### config.mk
export PLATFORM = sky130hd
export DESIGN_NAME = rcmd_top
export DESIGN_NICKNAME = d
export VERILOG_FILES = /design/src/rcmd_pkg.sv /design/src/rcmd_sync.sv /design/src/rcmd_top.sv
export VERILOG_INCLUDE_DIRS = /design/src
export SDC_FILE = /design/constraint.sdc
export NUM_CORES = 1
export LEC_CHECK = 0
export ABC_AREA = 0
export BUFFER_PORTS_ARGS = -buffer_cell sky130_fd_sc_hd__buf_2
export CORE_MARGIN = 1
export CORE_UTILIZATION = 53
export DETAILED_ROUTE_END_ITERATION = 6
export HOLD_SLACK_MARGIN = 0.1
export PLACE_DENSITY = 0.8
export SLEW_MARGIN = 15
export SYNTH_ARGS = -nofsm -noshare
export SYNTH_HDL_FRONTEND = slang
export SYNTH_HIERARCHICAL = 1
export SYNTH_SLANG_ARGS = --single-unit
### constraint.sdc
create_clock -name aclk -period 3.2 [get_ports aclk]
set_input_delay 0.48 -clock aclk [delete_from_list [all_inputs] [get_ports aclk]]
set_output_delay 0.48 -clock aclk [all_outputs]
set_load 0.005 [all_outputs]
### src/rcmd_cfg.svh
// Constants for the reset clock mode decoder: offsets, fields, reset values, factor codes
`ifndef RCMD_CFG_SVH
`define RCMD_CFG_SVH

// -----------------------------------------------------------------------------
// Register byte offsets
// -----------------------------------------------------------------------------
`define RCMD_OFS_CTRL        12'h000
`define RCMD_OFS_STATUS      12'h004
`define RCMD_OFS_FACTORS     12'h008
`define RCMD_OFS_PENDING     12'h00C

// -----------------------------------------------------------------------------
// Control register fields and reset value
// -----------------------------------------------------------------------------
`define RCMD_CTRL_EXT_EN     0
`define RCMD_CTRL_RESET      8'h01

// -----------------------------------------------------------------------------
// Status register fields
// -----------------------------------------------------------------------------
`define RCMD_ST_CODE_LSB     0
`define RCMD_ST_EXT          8
`define RCMD_ST_UNSUP        9
`define RCMD_ST_ARMED        10
`define RCMD_ST_HARD_RESET_IN       11

// -----------------------------------------------------------------------------
// Factor register fields
// -----------------------------------------------------------------------------
`define RCMD_FA_CPM_LSB      0
`define RCMD_FA_CPM_FRAC     7
`define RCMD_FA_CORE_LSB     8
`define RCMD_FA_CORE_FRAC    15

// -----------------------------------------------------------------------------
// Factors in half units (2.5 -> 5), basic strap modes
// -----------------------------------------------------------------------------
`define RCMD_B0_CPM          5'h06
`define RCMD_B0_CORE         5'h08
`define RCMD_B1_CPM          5'h06
`define RCMD_B1_CORE         5'h0A
`define RCMD_B2_CPM          5'h08
`define RCMD_B2_CORE         5'h08
`define RCMD_B3_CPM          5'h08
`define RCMD_B3_CORE         5'h0A
`define RCMD_B4_CPM          5'h04
`define RCMD_B4_CORE         5'h05
`define RCMD_B5_CPM          5'h04
`define RCMD_B5_CORE         5'h06
`define RCMD_B6_CPM          5'h05
`define RCMD_B6_CORE         5'h05
`define RCMD_B7_CPM          5'h05
`define RCMD_B7_CORE         5'h06

// -----------------------------------------------------------------------------
// Extended mode table: codes FIRST..LAST, groups of GROUP core steps
// -----------------------------------------------------------------------------
`define RCMD_EXT_FIRST       7'h08
`define RCMD_EXT_LAST        7'h20
`define RCMD_EXT_GROUP       5'h05
`define RCMD_EXT_CPM_BASE    5'h02
`define RCMD_EXT_CORE_BASE   5'h04

// -----------------------------------------------------------------------------
// Bus responses
// -----------------------------------------------------------------------------
`define RCMD_RESP_OKAY       2'h0
`define RCMD_RESP_SLVERR     2'h2

`endif

### src/rcmd_pkg.sv
// Types shared by the reset clock mode decoder
package rcmd_pkg;

   // -----------------------------------------------------------------------------
   // Configuration capture sequence
   // -----------------------------------------------------------------------------
   typedef enum logic [2:0] {
      RCMD_RUN     = 3'h1,   // Normal running, configuration applied
      RCMD_SAMPLE  = 3'h2,   // Hard reset held, pins being sampled
      RCMD_APPLY   = 3'h4    // Hard reset released, decide on applying
   } rcmd_state_type;

   // Decoded factors in half units plus unsupported code flag
   typedef struct packed {
      logic [4:0] cpm_half;
      logic [4:0] core_half;
      logic       unsupported;
   } rcmd_factor_type;

endpackage

### src/rcmd_sync.sv
// Two flip-flop synchroniser for a group of asynchronous pin levels
`timescale 1ns/100ps
`default_nettype none

module rcmd_sync #(
   parameter int            WIDTH     = 1,
   parameter logic [WIDTH-1:0] RESET_VAL = '0
) (
   input  wire logic             aclk,
   input  wire logic             aresetn,
   input  wire logic             clk_en,
   input  wire logic [WIDTH-1:0] pin_in,
   output logic      [WIDTH-1:0] level_out
);

   logic [WIDTH-1:0] meta_q;   // First stage, read only by the second

   // -----------------------------------------------------------------------------
   // Two stages, reset to the idle level of the pins
   // -----------------------------------------------------------------------------
   always_ff @(posedge aclk) begin
      if (!aresetn) begin
         meta_q    <= RESET_VAL;
         level_out <= RESET_VAL;
      end else if (clk_en) begin
         meta_q    <= pin_in;
         level_out <= meta_q;
      end
   end

endmodule
`default_nettype wire

### src/rcmd_top.sv
// Reset clock mode decoder: strap capture, mode decode and AXI4-Lite status
//
// Behaviour
// - Sample mode straps while hard reset asserted
// - Codes 000/001: comm x3, core x4/x5
// - Codes 010/011: comm x4, core x4/x5
// - Codes 100/101: comm x2, core x2.5/x3
// - Codes 110/111: comm x2.5, core x2.5/x3
// - Config select adds four upper mode bits
// - New configuration applies only after power-on reset or aresetn
// - Extended code: upper four, lower three bits
`timescale 1ns/100ps
`default_nettype none
`include "rcmd_cfg.svh"

module rcmd_top
   import rcmd_pkg::*;
(
   input  wire logic        aclk,
   input  wire logic        aresetn,
   input  wire logic        clk_en,
   // Pins sampled at hard reset
   input  wire logic        hard_reset_in_n,
   input  wire logic        power_on_reset_n,
   input  wire logic        reset_config_select_n,
   input  wire logic [2:0]  clock_mode_straps,
   input  wire logic [3:0]  extended_mode_upper_bits,
   // Decoded PLL settings
   output logic      [4:0]  cpm_mult_half,
   output logic             cpm_mult_frac,
   output logic      [4:0]  core_mult_half,
   output logic             core_mult_frac,
   output logic      [6:0]  applied_mode_code,
   output logic             applied_mode_ext,
   // AXI4-Lite slave
   input  wire logic [11:0] s_axi_awaddr,
   input  wire logic        s_axi_awvalid,
   output logic             s_axi_awready,
   input  wire logic [31:0] s_axi_wdata,
   input  wire logic [3:0]  s_axi_wstrb,
   input  wire logic        s_axi_wvalid,
   output logic             s_axi_wready,
   output logic      [1:0]  s_axi_bresp,
   output logic             s_axi_bvalid,
   input  wire logic        s_axi_bready,
   input  wire logic [11:0] s_axi_araddr,
   input  wire logic        s_axi_arvalid,
   output logic             s_axi_arready,
   output logic      [31:0] s_axi_rdata,
   output logic      [1:0]  s_axi_rresp,
   output logic             s_axi_rvalid,
   input  wire logic        s_axi_rready
);

   // -----------------------------------------------------------------------------
   // Declarations
   // -----------------------------------------------------------------------------
   logic [2:0]      straps_s;          // Synchronised strap levels
   logic [3:0]      upper_s;           // Synchronised configuration word bits
   logic [2:0]      ctl_s;             // Synchronised hard reset, por, config select
   logic            hard_reset_in_act;        // Hard reset asserted
   logic            por_act;           // Power-on reset asserted
   logic            cfgsel_act;        // Configuration word requested
   rcmd_state_type  state_q;           // Capture sequence state
   rcmd_state_type  state_d;
   logic [6:0]      pend_code_q;       // Code sampled during last hard reset
   logic            pend_ext_q;        // Sampled code is extended
   logic            armed_q;           // Power-on reset seen since last apply
   logic [7:0]      ctrl_q;            // Software control byte
   rcmd_factor_type dec;               // Decode of the pending code
   logic            aw_full_q;         // Write address held
   logic            w_full_q;          // Write data held
   logic [11:0]     aw_addr_q;
   logic [31:0]     w_data_q;
   logic [3:0]      w_strb_q;
   logic            aw_hs;
   logic            w_hs;
   logic            wr_commit;
   logic            ar_hs;
   logic [31:0]     rd_word;
   logic [1:0]      rd_resp;

   assign hard_reset_in_act = ~ctl_s[0];
   assign por_act    = ~ctl_s[1];
   assign cfgsel_act = ~ctl_s[2];

   // -----------------------------------------------------------------------------
   // Pin synchronisers (pins idle high for the active-low controls)
   // -----------------------------------------------------------------------------
   rcmd_sync #(.WIDTH(3), .RESET_VAL(3'h7)) u_sync_ctl (
      .aclk      (aclk),
      .aresetn   (aresetn),
      .clk_en    (clk_en),
      .pin_in    ({reset_config_select_n, power_on_reset_n, hard_reset_in_n}),
      .level_out (ctl_s)
   );

   rcmd_sync #(.WIDTH(7), .RESET_VAL(7'h00)) u_sync_mode (
      .aclk      (aclk),
      .aresetn   (aresetn),
      .clk_en    (clk_en),
      .pin_in    ({extended_mode_upper_bits, clock_mode_straps}),
      .level_out ({upper_s, straps_s})
   );

   // -----------------------------------------------------------------------------
   // Mode decode, factors in half units so 2.5 is its own code
   // -----------------------------------------------------------------------------
   always_comb begin
      logic [6:0] idx;
      idx             = 7'h00;
      dec.unsupported = 1'b0;
      dec.cpm_half    = `RCMD_B0_CPM;
      dec.core_half   = `RCMD_B0_CORE;
      if (pend_ext_q && pend_code_q >= `RCMD_EXT_FIRST && pend_code_q <= `RCMD_EXT_LAST) begin
         // Extended modes step core 4..8 inside each comm group
         idx           = pend_code_q - `RCMD_EXT_FIRST;
         dec.cpm_half  = 5'((`RCMD_EXT_CPM_BASE + 5'(idx[4:0] / `RCMD_EXT_GROUP)) << 1);
         dec.core_half = 5'((`RCMD_EXT_CORE_BASE + 5'(idx[4:0] % `RCMD_EXT_GROUP)) << 1);
      end else begin
         // Outside the extended table fall back to the strap bits and flag it
         dec.unsupported = pend_ext_q;
         unique case (pend_code_q[2:0])
            3'h0: begin
               dec.cpm_half  = `RCMD_B0_CPM;
               dec.core_half = `RCMD_B0_CORE;
            end
            3'h1: begin
               dec.cpm_half  = `RCMD_B1_CPM;
               dec.core_half = `RCMD_B1_CORE;
            end
            3'h2: begin
               dec.cpm_half  = `RCMD_B2_CPM;
               dec.core_half = `RCMD_B2_CORE;
            end
            3'h3: begin
               dec.cpm_half  = `RCMD_B3_CPM;
               dec.core_half = `RCMD_B3_CORE;
            end
            3'h4: begin
               dec.cpm_half  = `RCMD_B4_CPM;
               dec.core_half = `RCMD_B4_CORE;
            end
            3'h5: begin
               dec.cpm_half  = `RCMD_B5_CPM;
               dec.core_half = `RCMD_B5_CORE;
            end
            3'h6: begin
               dec.cpm_half  = `RCMD_B6_CPM;
               dec.core_half = `RCMD_B6_CORE;
            end
            3'h7: begin
               dec.cpm_half  = `RCMD_B7_CPM;
               dec.core_half = `RCMD_B7_CORE;
            end
         endcase
      end
   end

   // -----------------------------------------------------------------------------
   // Capture sequence next state
   // -----------------------------------------------------------------------------
   always_comb begin
      state_d = state_q;
      unique case (state_q)
         RCMD_RUN:    if (hard_reset_in_act) state_d = RCMD_SAMPLE;
         RCMD_SAMPLE: if (!hard_reset_in_act) state_d = RCMD_APPLY;
         RCMD_APPLY:  state_d = RCMD_RUN;
         default:     state_d = RCMD_RUN;
      endcase
   end

   // State register
   always_ff @(posedge aclk) begin
      if (!aresetn) begin
         state_q <= RCMD_RUN;
      end else if (clk_en) begin
         state_q <= state_d;
      end
   end

   // -----------------------------------------------------------------------------
   // Sampling of straps and configuration word while hard reset is held
   // -----------------------------------------------------------------------------
   always_ff @(posedge aclk) begin
      if (!aresetn) begin
         pend_code_q <= 7'h00;
         pend_ext_q  <= 1'b0;
      end else if (clk_en && hard_reset_in_act) begin
         pend_code_q[2:0] <= straps_s;
         if (cfgsel_act && ctrl_q[`RCMD_CTRL_EXT_EN]) begin
            pend_code_q[6:3] <= upper_s;
            pend_ext_q       <= 1'b1;
         end else begin
            pend_code_q[6:3] <= 4'h0;
            pend_ext_q       <= 1'b0;
         end
      end
   end

   // -----------------------------------------------------------------------------
   // Power-on reset arms the next apply; a bare hard reset does not
   // -----------------------------------------------------------------------------
   always_ff @(posedge aclk) begin
      if (!aresetn) begin
         armed_q <= 1'b1;
      end else if (clk_en) begin
         if (por_act) begin
            armed_q <= 1'b1;
         end else if (state_q == RCMD_APPLY) begin
            armed_q <= 1'b0;
         end
      end
   end

   // -----------------------------------------------------------------------------
   // Applied configuration, changed only at an armed apply step
   // -----------------------------------------------------------------------------
   always_ff @(posedge aclk) begin
      if (!aresetn) begin
         cpm_mult_half     <= `RCMD_B0_CPM;
         core_mult_half    <= `RCMD_B0_CORE;
         cpm_mult_frac     <= 1'b0;
         core_mult_frac    <= 1'b0;
         applied_mode_code <= 7'h00;
         applied_mode_ext  <= 1'b0;
      end else if (clk_en && state_q == RCMD_APPLY && armed_q) begin
         cpm_mult_half     <= dec.cpm_half;
         core_mult_half    <= dec.core_half;
         cpm_mult_frac     <= dec.cpm_half[0];
         core_mult_frac    <= dec.core_half[0];
         applied_mode_code <= pend_code_q;
         applied_mode_ext  <= pend_ext_q;
      end
   end

   // -----------------------------------------------------------------------------
   // AXI4-Lite write path: address and data in either order
   // -----------------------------------------------------------------------------
   assign aw_hs     = s_axi_awvalid & s_axi_awready;
   assign w_hs      = s_axi_wvalid & s_axi_wready;
   assign wr_commit = aw_full_q & w_full_q & ~s_axi_bvalid;

   // Write channel holding registers and ready flags
   always_ff @(posedge aclk) begin
      if (!aresetn) begin
         aw_full_q     <= 1'b0;
         w_full_q      <= 1'b0;
         aw_addr_q     <= 12'h000;
         w_data_q      <= 32'h0000_0000;
         w_strb_q      <= 4'h0;
         s_axi_awready <= 1'b0;
         s_axi_wready  <= 1'b0;
      end else if (clk_en) begin
         if (aw_hs) begin
            aw_full_q <= 1'b1;
            aw_addr_q <= s_axi_awaddr;
         end else if (wr_commit) begin
            aw_full_q <= 1'b0;
         end
         if (w_hs) begin
            w_full_q <= 1'b1;
            w_data_q <= s_axi_wdata;
            w_strb_q <= s_axi_wstrb;
         end else if (wr_commit) begin
            w_full_q <= 1'b0;
         end
         // Ready only while the holding slot is free and no response waits
         s_axi_awready <= ~(aw_full_q | aw_hs) & ~s_axi_bvalid & ~wr_commit;
         s_axi_wready  <= ~(w_full_q | w_hs) & ~s_axi_bvalid & ~wr_commit;
      end
   end

   // Write response and control register update
   always_ff @(posedge aclk) begin
      if (!aresetn) begin
         s_axi_bvalid <= 1'b0;
         s_axi_bresp  <= `RCMD_RESP_OKAY;
         ctrl_q       <= `RCMD_CTRL_RESET;
      end else if (clk_en) begin
         if (wr_commit) begin
            s_axi_bvalid <= 1'b1;
            unique case (aw_addr_q)
               `RCMD_OFS_CTRL: begin
                  s_axi_bresp <= `RCMD_RESP_OKAY;
                  if (w_strb_q[0]) begin
                     ctrl_q <= w_data_q[7:0];
                  end
               end
               `RCMD_OFS_STATUS, `RCMD_OFS_FACTORS, `RCMD_OFS_PENDING: begin
                  s_axi_bresp <= `RCMD_RESP_OKAY;   // Read-only, write ignored
               end
               default: begin
                  s_axi_bresp <= `RCMD_RESP_SLVERR; // Unmapped address
               end
            endcase
         end else if (s_axi_bvalid && s_axi_bready) begin
            s_axi_bvalid <= 1'b0;
         end
      end
   end

   // -----------------------------------------------------------------------------
   // AXI4-Lite read path
   // -----------------------------------------------------------------------------
   assign ar_hs = s_axi_arvalid & s_axi_arready;

   // Read word mux
   always_comb begin
      rd_word = 32'h0000_0000;
      rd_resp = `RCMD_RESP_OKAY;
      unique case (s_axi_araddr)
         `RCMD_OFS_CTRL: begin
            rd_word[7:0] = ctrl_q;
         end
         `RCMD_OFS_STATUS: begin
            rd_word[`RCMD_ST_CODE_LSB +: 7] = applied_mode_code;
            rd_word[`RCMD_ST_EXT]           = applied_mode_ext;
            rd_word[`RCMD_ST_UNSUP]         = dec.unsupported;
            rd_word[`RCMD_ST_ARMED]         = armed_q;
            rd_word[`RCMD_ST_HARD_RESET_IN]        = hard_reset_in_act;
         end
         `RCMD_OFS_FACTORS: begin
            rd_word[`RCMD_FA_CPM_LSB +: 5]  = cpm_mult_half;
            rd_word[`RCMD_FA_CPM_FRAC]      = cpm_mult_frac;
            rd_word[`RCMD_FA_CORE_LSB +: 5] = core_mult_half;
            rd_word[`RCMD_FA_CORE_FRAC]     = core_mult_frac;
         end
         `RCMD_OFS_PENDING: begin
            rd_word[`RCMD_ST_CODE_LSB +: 7] = pend_code_q;
            rd_word[`RCMD_ST_EXT]           = pend_ext_q;
         end
         default: begin
            rd_resp = `RCMD_RESP_SLVERR;
         end
      endcase
   end

   // Read channel registers
   always_ff @(posedge aclk) begin
      if (!aresetn) begin
         s_axi_arready <= 1'b0;
         s_axi_rvalid  <= 1'b0;
         s_axi_rdata   <= 32'h0000_0000;
         s_axi_rresp   <= `RCMD_RESP_OKAY;
      end else if (clk_en) begin
         if (ar_hs) begin
            s_axi_rvalid  <= 1'b1;
            s_axi_rdata   <= rd_word;
            s_axi_rresp   <= rd_resp;
            s_axi_arready <= 1'b0;
         end else if (s_axi_rvalid && s_axi_rready) begin
            s_axi_rvalid  <= 1'b0;
            s_axi_arready <= 1'b1;
         end else begin
            s_axi_arready <= ~s_axi_rvalid;
         end
      end
   end

endmodule
`default_nettype wire

==> flow_summary.toml, run 1 <==
[status]
outcome = "completed"

[placed_design]
port_buffers = 91
dp.final_hpwl_mm = 9.147
gp_congestion = 0.9601

[worst_setup_path]
r2r-end = "cpm_mult_half[4]"
ff2ff_path_depth = 11
slowest_stage = "ha_1"
timing.rr.start = "pend_code_q[4]"
required_ps = 3500
worstPathCellList = "inv_1 > ha_1 > buf_4 > nor2b_1 > o21ai_0 > a21oi_1 > nor2_1 > ha_1 > inv_1 > or3_1 > a21oi_1"
cp-endpoint = "cpm_mult_half[4]"
startpoint_type = "flop"
cp-end-kind = "flop"
crit_fanout = 13
r2r_setup_slack_ps = 560
crit_path_start = "pend_code_q[4]"
criticalPathCategory = "reg2reg"
cp_slowest_stage_delay_ps = 560
crit_arrival_ps = 2930

[sta]
max_clock_freq_ghz = 0.3788
maxSlewHeadroom = 0.4645
fin_crit_sh = 0.8249
period_minus_slack_ps = 2640
finalSetupViolations = 0
hold_violations = 0
skew_ps = 7.860
tightest_slew_ps = 802.2
slew_viol_final = 0
fin_setup_tns_ps = 0
rsz0062_at_grt = "no"

[global_route]
grt_usage = 0.2437
antenna_found_initial = 0
grt_pass1_vias = 4168
gr-total-overflow = 0
grt_pass1_wl_mm = 20.00
grt_start_max_net_pins = 43

[route]
avgViaCountPerCell = 5.640
ant_nets = 0
wl_per_cell_um = 15.17
drtIter0Drc = 267
wl_mm = 12.69
vias = 4715
drc = 0
dr.pass1.iters = 4

[power]
powerDensity_mw_per_mm2 = 394.4
p_leak_nw = 2.424
power_mw = 2.331
vdd_drop_max_uv = 302.6

[die]
dieArea_mm2 = 0.01038
die_w_um = 101.9
io_pins = 139
rows = 36
core_mm2 = 0.009729
start_util = 0.5435
die_h_um = 101.9

[cells_and_area]
drive_gt1_frac = 0.2020
final_core_util = 0.6075
fillers = 855
syn_to_final_growth_pct = 11.78
antenna_cells = 0
num-nets-final = 780

[synthesis]
synth_area_leaders = "dfxtp_1, nand2_1, mux2i_1"
avgSynthCellArea_um2 = 8.433
ys.flop_type = "dfxtp_1"
synth.top_cells.by_count = "dfxtp_1, nand2_1, a21oi_1"
ys.warnings.count = 6
yosys.area.top_type = "dfxtp_1"
yosysSeqAreaShare = 0.4165
synth_top_area_frac = 0.4165
synth.distinct_cells = 69
synth_edf_count = 0
syn_inst = 627
synth_seq_cells = 110
synthArstFlopShare = 0
syn_area_mm2 = 0.005288
synth.most_common_cell = "dfxtp_1"

[clocking]
cts_setup_buffers = 0
cts_tree = "built"
numCtsBuffers = 9
cts_root_buf = "clkbuf_8"
htreeDepth = 3
path_clk_slew_ps = 100
cts-resized-gates = 0
cts.path.max_buffers = 2
numClockSinks = 110
hold_buffers = 0
insertion_delay_ps = 360

[min_path]
hp-class = "in2reg"

[job]
drv_cap = 0
## logic make-up (layout without fill, tap and decap cells)
| kind of cell | after synthesis | count (layout) | synth area share |
|---|---|---|---|
| AND/OR/NAND/NOR | 245 | 245 | 0.2229 |
| AO/OA/AOI/OAI | 137 | 137 | 0.1666 |
| flip-flops | 110 | 110 | 0.4165 |
| buffers and inverters | 84 | 141 | 0.08495 |
| multiplexers | 44 | 44 | 0.09560 |
| adder cells (fa/ha/maj) | 4 | 4 | 0.009466 |
| XOR/XNOR | 2 | 2 | 0.003313 |
| other | 1 | 20 | 0.0007092 |
## placed cells by master, fill, tap and decap left out, drive strengths merged, types with 6 or more instances in the layout
cell    instances
nand2         103
nand3          22
a22oi           9
inv            20
o21ai          15
conb           20
nor2b          21
nand2b         11
a21oi          63
clkbuf          9
nor2           47
mux2i          37
dfxtp         110
buf           108
and3            6
## cell type report
| class | count | area (µm²) | share of cell area |
|---|---|---|---|
| tap | 133 | 166.4 | 0.02815 |
| clock buffer | 9 | 123.9 | 0.02096 |
| timing repair buffer | 108 | 583.1 | 0.09865 |
| clock inverter | 7 | 57.56 | 0.009738 |
| inverter | 17 | 63.81 | 0.01080 |
| multi-input combinational | 452 | 2714 | 0.4591 |
| sequential | 110 | 2202 | 0.3726 |
## flip-flops by register name (all words and copies together) (netlist names), 3 cells and up, named ones only
register               count
u_sync_ctl/meta_q          3
pend_code_q                7
u_sync_ctl/level_out       3
core_mult_half             5
state_q                    3
applied_mode_code          7
u_sync_mode/level_out      7
aw_addr_q                 12
ctrl_q                     8
s_axi_rdata               14
w_data_q                   8
cpm_mult_half              5
u_sync_mode/meta_q         7
## per-stage QoR
stage                     cells  setup WS, ps  cell area, µm²  hold slack (ps)
final                       836         560.4            5911            327.0
after global routing        836         290.4            5911            316.6
after CTS                   836         595.2            5911            317.9
after detailed placement    820         619.5            5729            446.3
after global placement      820         651.6            5729            437.7
after floorplan             646         453.5            5359            431.6
## routing by layer
layer | global-route usage | up-vias | share of wire
met4 | 0.08791 | 0 | 0.019
li1 | - | 2294 | -
met1 | 0.3359 | 2224 | 0.45
met3 | 0.04309 | 18 | 0.064
met2 | 0.3846 | 179 | 0.46
met5 | 0 | - | 0
## where the power goes
group | switching, mW | internal [mW]
Sequential | 0.0163 | 1.39
Combinational | 0.0858 | 0.0633
Clock | 0.479 | 0.294
Total | 0.581 | 1.75
## critical path: cells and delay by family, from the launching register on
family	cells	cell delay [ps]
and+or+nand+nor	3	570
DFF	1	490
adders and majority gates	2	710
AOI/OAI and AO/OA	3	380
buffers and inverters	3	420
## worst min-delay path by stage
stage / start / to / slack, ps / depth (start not counted)
finish: reset_config_select_n / u_sync_ctl/meta_q[2] / 330 / 3
global route: reset_config_select_n / u_sync_ctl/meta_q[2] / 320 / 3
CTS: reset_config_select_n / u_sync_ctl/meta_q[2] / 320 / 3
detailed placement: w_strb_q[0] / w_strb_q[0] / 450 / 2
global placement: s_axi_rdata[2] / s_axi_rdata[2] / 440 / 2
floorplan: w_strb_q[0] / w_strb_q[0] / 430 / 2
Power figures use the tool's default switching activity.
==> run 2: changes to the inputs <==
==> constraint.sdc (replaced) <==
create_clock -name aclk -period 2.8 [get_ports aclk]
set_input_delay 0.42 -clock aclk [delete_from_list [all_inputs] [get_ports aclk]]
set_output_delay 0.42 -clock aclk [all_outputs]
set_load 0.005 [all_outputs]
==> run 2 against run 1 <==
Global-route usage grew 0.87 points. Sequential cell count is the same. Design area grew 0.53%. Routed wire length grew 1.2%. Clock-buffer cell count is the same. Via count grew 0.34%. Critical path depth shrank 3.
==> flow_summary.toml, run 2 (synthesized netlist as in run 1, its figures left out) <==
[clocking]
path_clk_slew_ps = 100
numCtsBuffers = 9
cts-resized-gates = 0
htreeDepth = 3
cts.path.max_buffers = 2
cts_setup_buffers = 0
cts_root_buf = "clkbuf_8"
numClockSinks = 110
cts_tree = "built"
hold_buffers = 0
insertion_delay_ps = 370

[sta]
fin_setup_tns_ps = 0
period_minus_slack_ps = 2493
max_clock_freq_ghz = 0.4012
hold_violations = 0
skew_ps = 13.37
fin_crit_sh = 0.8902
rsz0062_at_grt = "no"
slew_viol_final = 0
finalSetupViolations = 0
maxSlewHeadroom = 0.5384
tightest_slew_ps = 691.4

[die]
io_pins = 139
rows = 36
dieArea_mm2 = 0.01038
start_util = 0.5435
die_w_um = 101.9
core_mm2 = 0.009729
die_h_um = 101.9

[placed_design]
gp_congestion = 0.9216
place_inst = 821
dp.final_hpwl_mm = 9.268
port_buffers = 91

[cells_and_area]
drive_gt1_frac = 0.2031
antenna_cells = 0
layout.cells.non_filler = 837
regMostFlops = "s_axi_rdata"
final_cell_mix = "dfxtp_1, nand2_1, buf_2, a21oi_1, nor2_1"
syn_to_final_growth_pct = 12.38
reg.largest.list = "s_axi_rdata (14), aw_addr_q (12)"
final_common_cell = "dfxtp_1"
num-nets-final = 781
largest_reg_flops = 14

[route]
wl_mm = 12.84
drtIter0Drc = 329
vias = 4731
dr.pass1.iters = 5
ant_nets = 0
drc = 0
avgViaCountPerCell = 5.652
wl_per_cell_um = 15.35

[worst_setup_path]
slowest_stage = "or4_1"
required_ps = 3110
startpoint_type = "flop"
crit_arrival_ps = 2800
cp_slowest_stage_delay_ps = 540
criticalPathCategory = "reg2reg"
worstPathCellList = "inv_1 > ha_1 > buf_4 > or3_1 > a21oi_1 > a2111oi_0 > or4_1 > nand4_1"
r2r_setup_slack_ps = 310
crit_fanout = 18
cp-end-kind = "flop"

[power]
vdd_drop_max_uv = 391.8
p_leak_nw = 2.442
powerDensity_mw_per_mm2 = 464.7

[global_route]
grt_pass1_wl_mm = 20.56
grt_start_max_net_pins = 59
gr-total-overflow = 0
grt_usage = 0.2524
antenna_found_initial = 0
grt_pass1_vias = 4181

[status]
outcome = "completed"

[min_path]
hp-class = "in2reg"

[job]
drv_cap = 0
run 2: cell types whose count changed in the layout (fill, tap and decap cells not counted), sizes merged:
cell and change:
buf +1, bufinv +1, inv -1
run 2: layout make-up:
type	instances	area, µm²
clock inverters	7	81.33
flip-flops and latches	110	2202
repair buffers	109	590.6
inverters	17	63.81
multi-input cells	452	2714
fillers	843	3787
well taps	133	166.4
clock buffers	9	123.9
run 2: per-stage QoR:
| stage | utilization | instance area, µm² | total power, mW | hold slack (ps) | setup WS (ps) |
|---|---|---|---|---|---|
| after detailed placement | 0.5896 | 5737 | 1.815 | 446.2 | 337.5 |
| final | 0.6107 | 5942 | 2.761 | 261.3 | 307.4 |
| after CTS | 0.6107 | 5942 | 2.774 | 256.7 | 315.0 |
| after global routing | 0.6107 | 5942 | 2.860 | 258.1 | 163.3 |
| after global placement | 0.5896 | 5737 | 1.807 | 438.7 | 378.6 |
| after floorplan | - | 5359 | 1.771 | 431.6 | 53.50 |
run 2: final timing paths:
check | start | end | cells past startpoint
worst max-delay path | pend_code_q[4] | core_mult_half[3] | 8
worst min-delay path | hard_reset_in_n | u_sync_ctl/meta_q[0] | 3
worst max register to register | pend_code_q[4] | core_mult_half[3] | 8
worst min register to register | flop | cpm_mult_half[0] | 2
run 2: power by group:
| part | internal [mW] | leakage, nW | switching [mW] |
|---|---|---|---|
| combinational | 0.0724 | 1.45 | 0.0982 |
| clock | 0.426 | 0.0993 | 0.555 |
| sequential | 1.59 | 0.891 | 0.0188 |
| total | 2.09 | 2.44 | 0.672 |
run 2: critical path: cells and delay by family, from the launching register on:
kind,cells,cell delay [ps]
AO/OA/AOI/OAI,2,230
adder cells (fa/ha/maj),1,410
buffers and inverters,2,350
flip-flops,1,470
AND/OR/NAND/NOR,3,960
run 2: metal layers:
layer | wire (µm) | track usage
met2 | 5990 | 0.4028
met3 | 862 | 0.04651
met1 | 5724 | 0.3465
met5 | 0 | 0
met4 | 267 | 0.08242
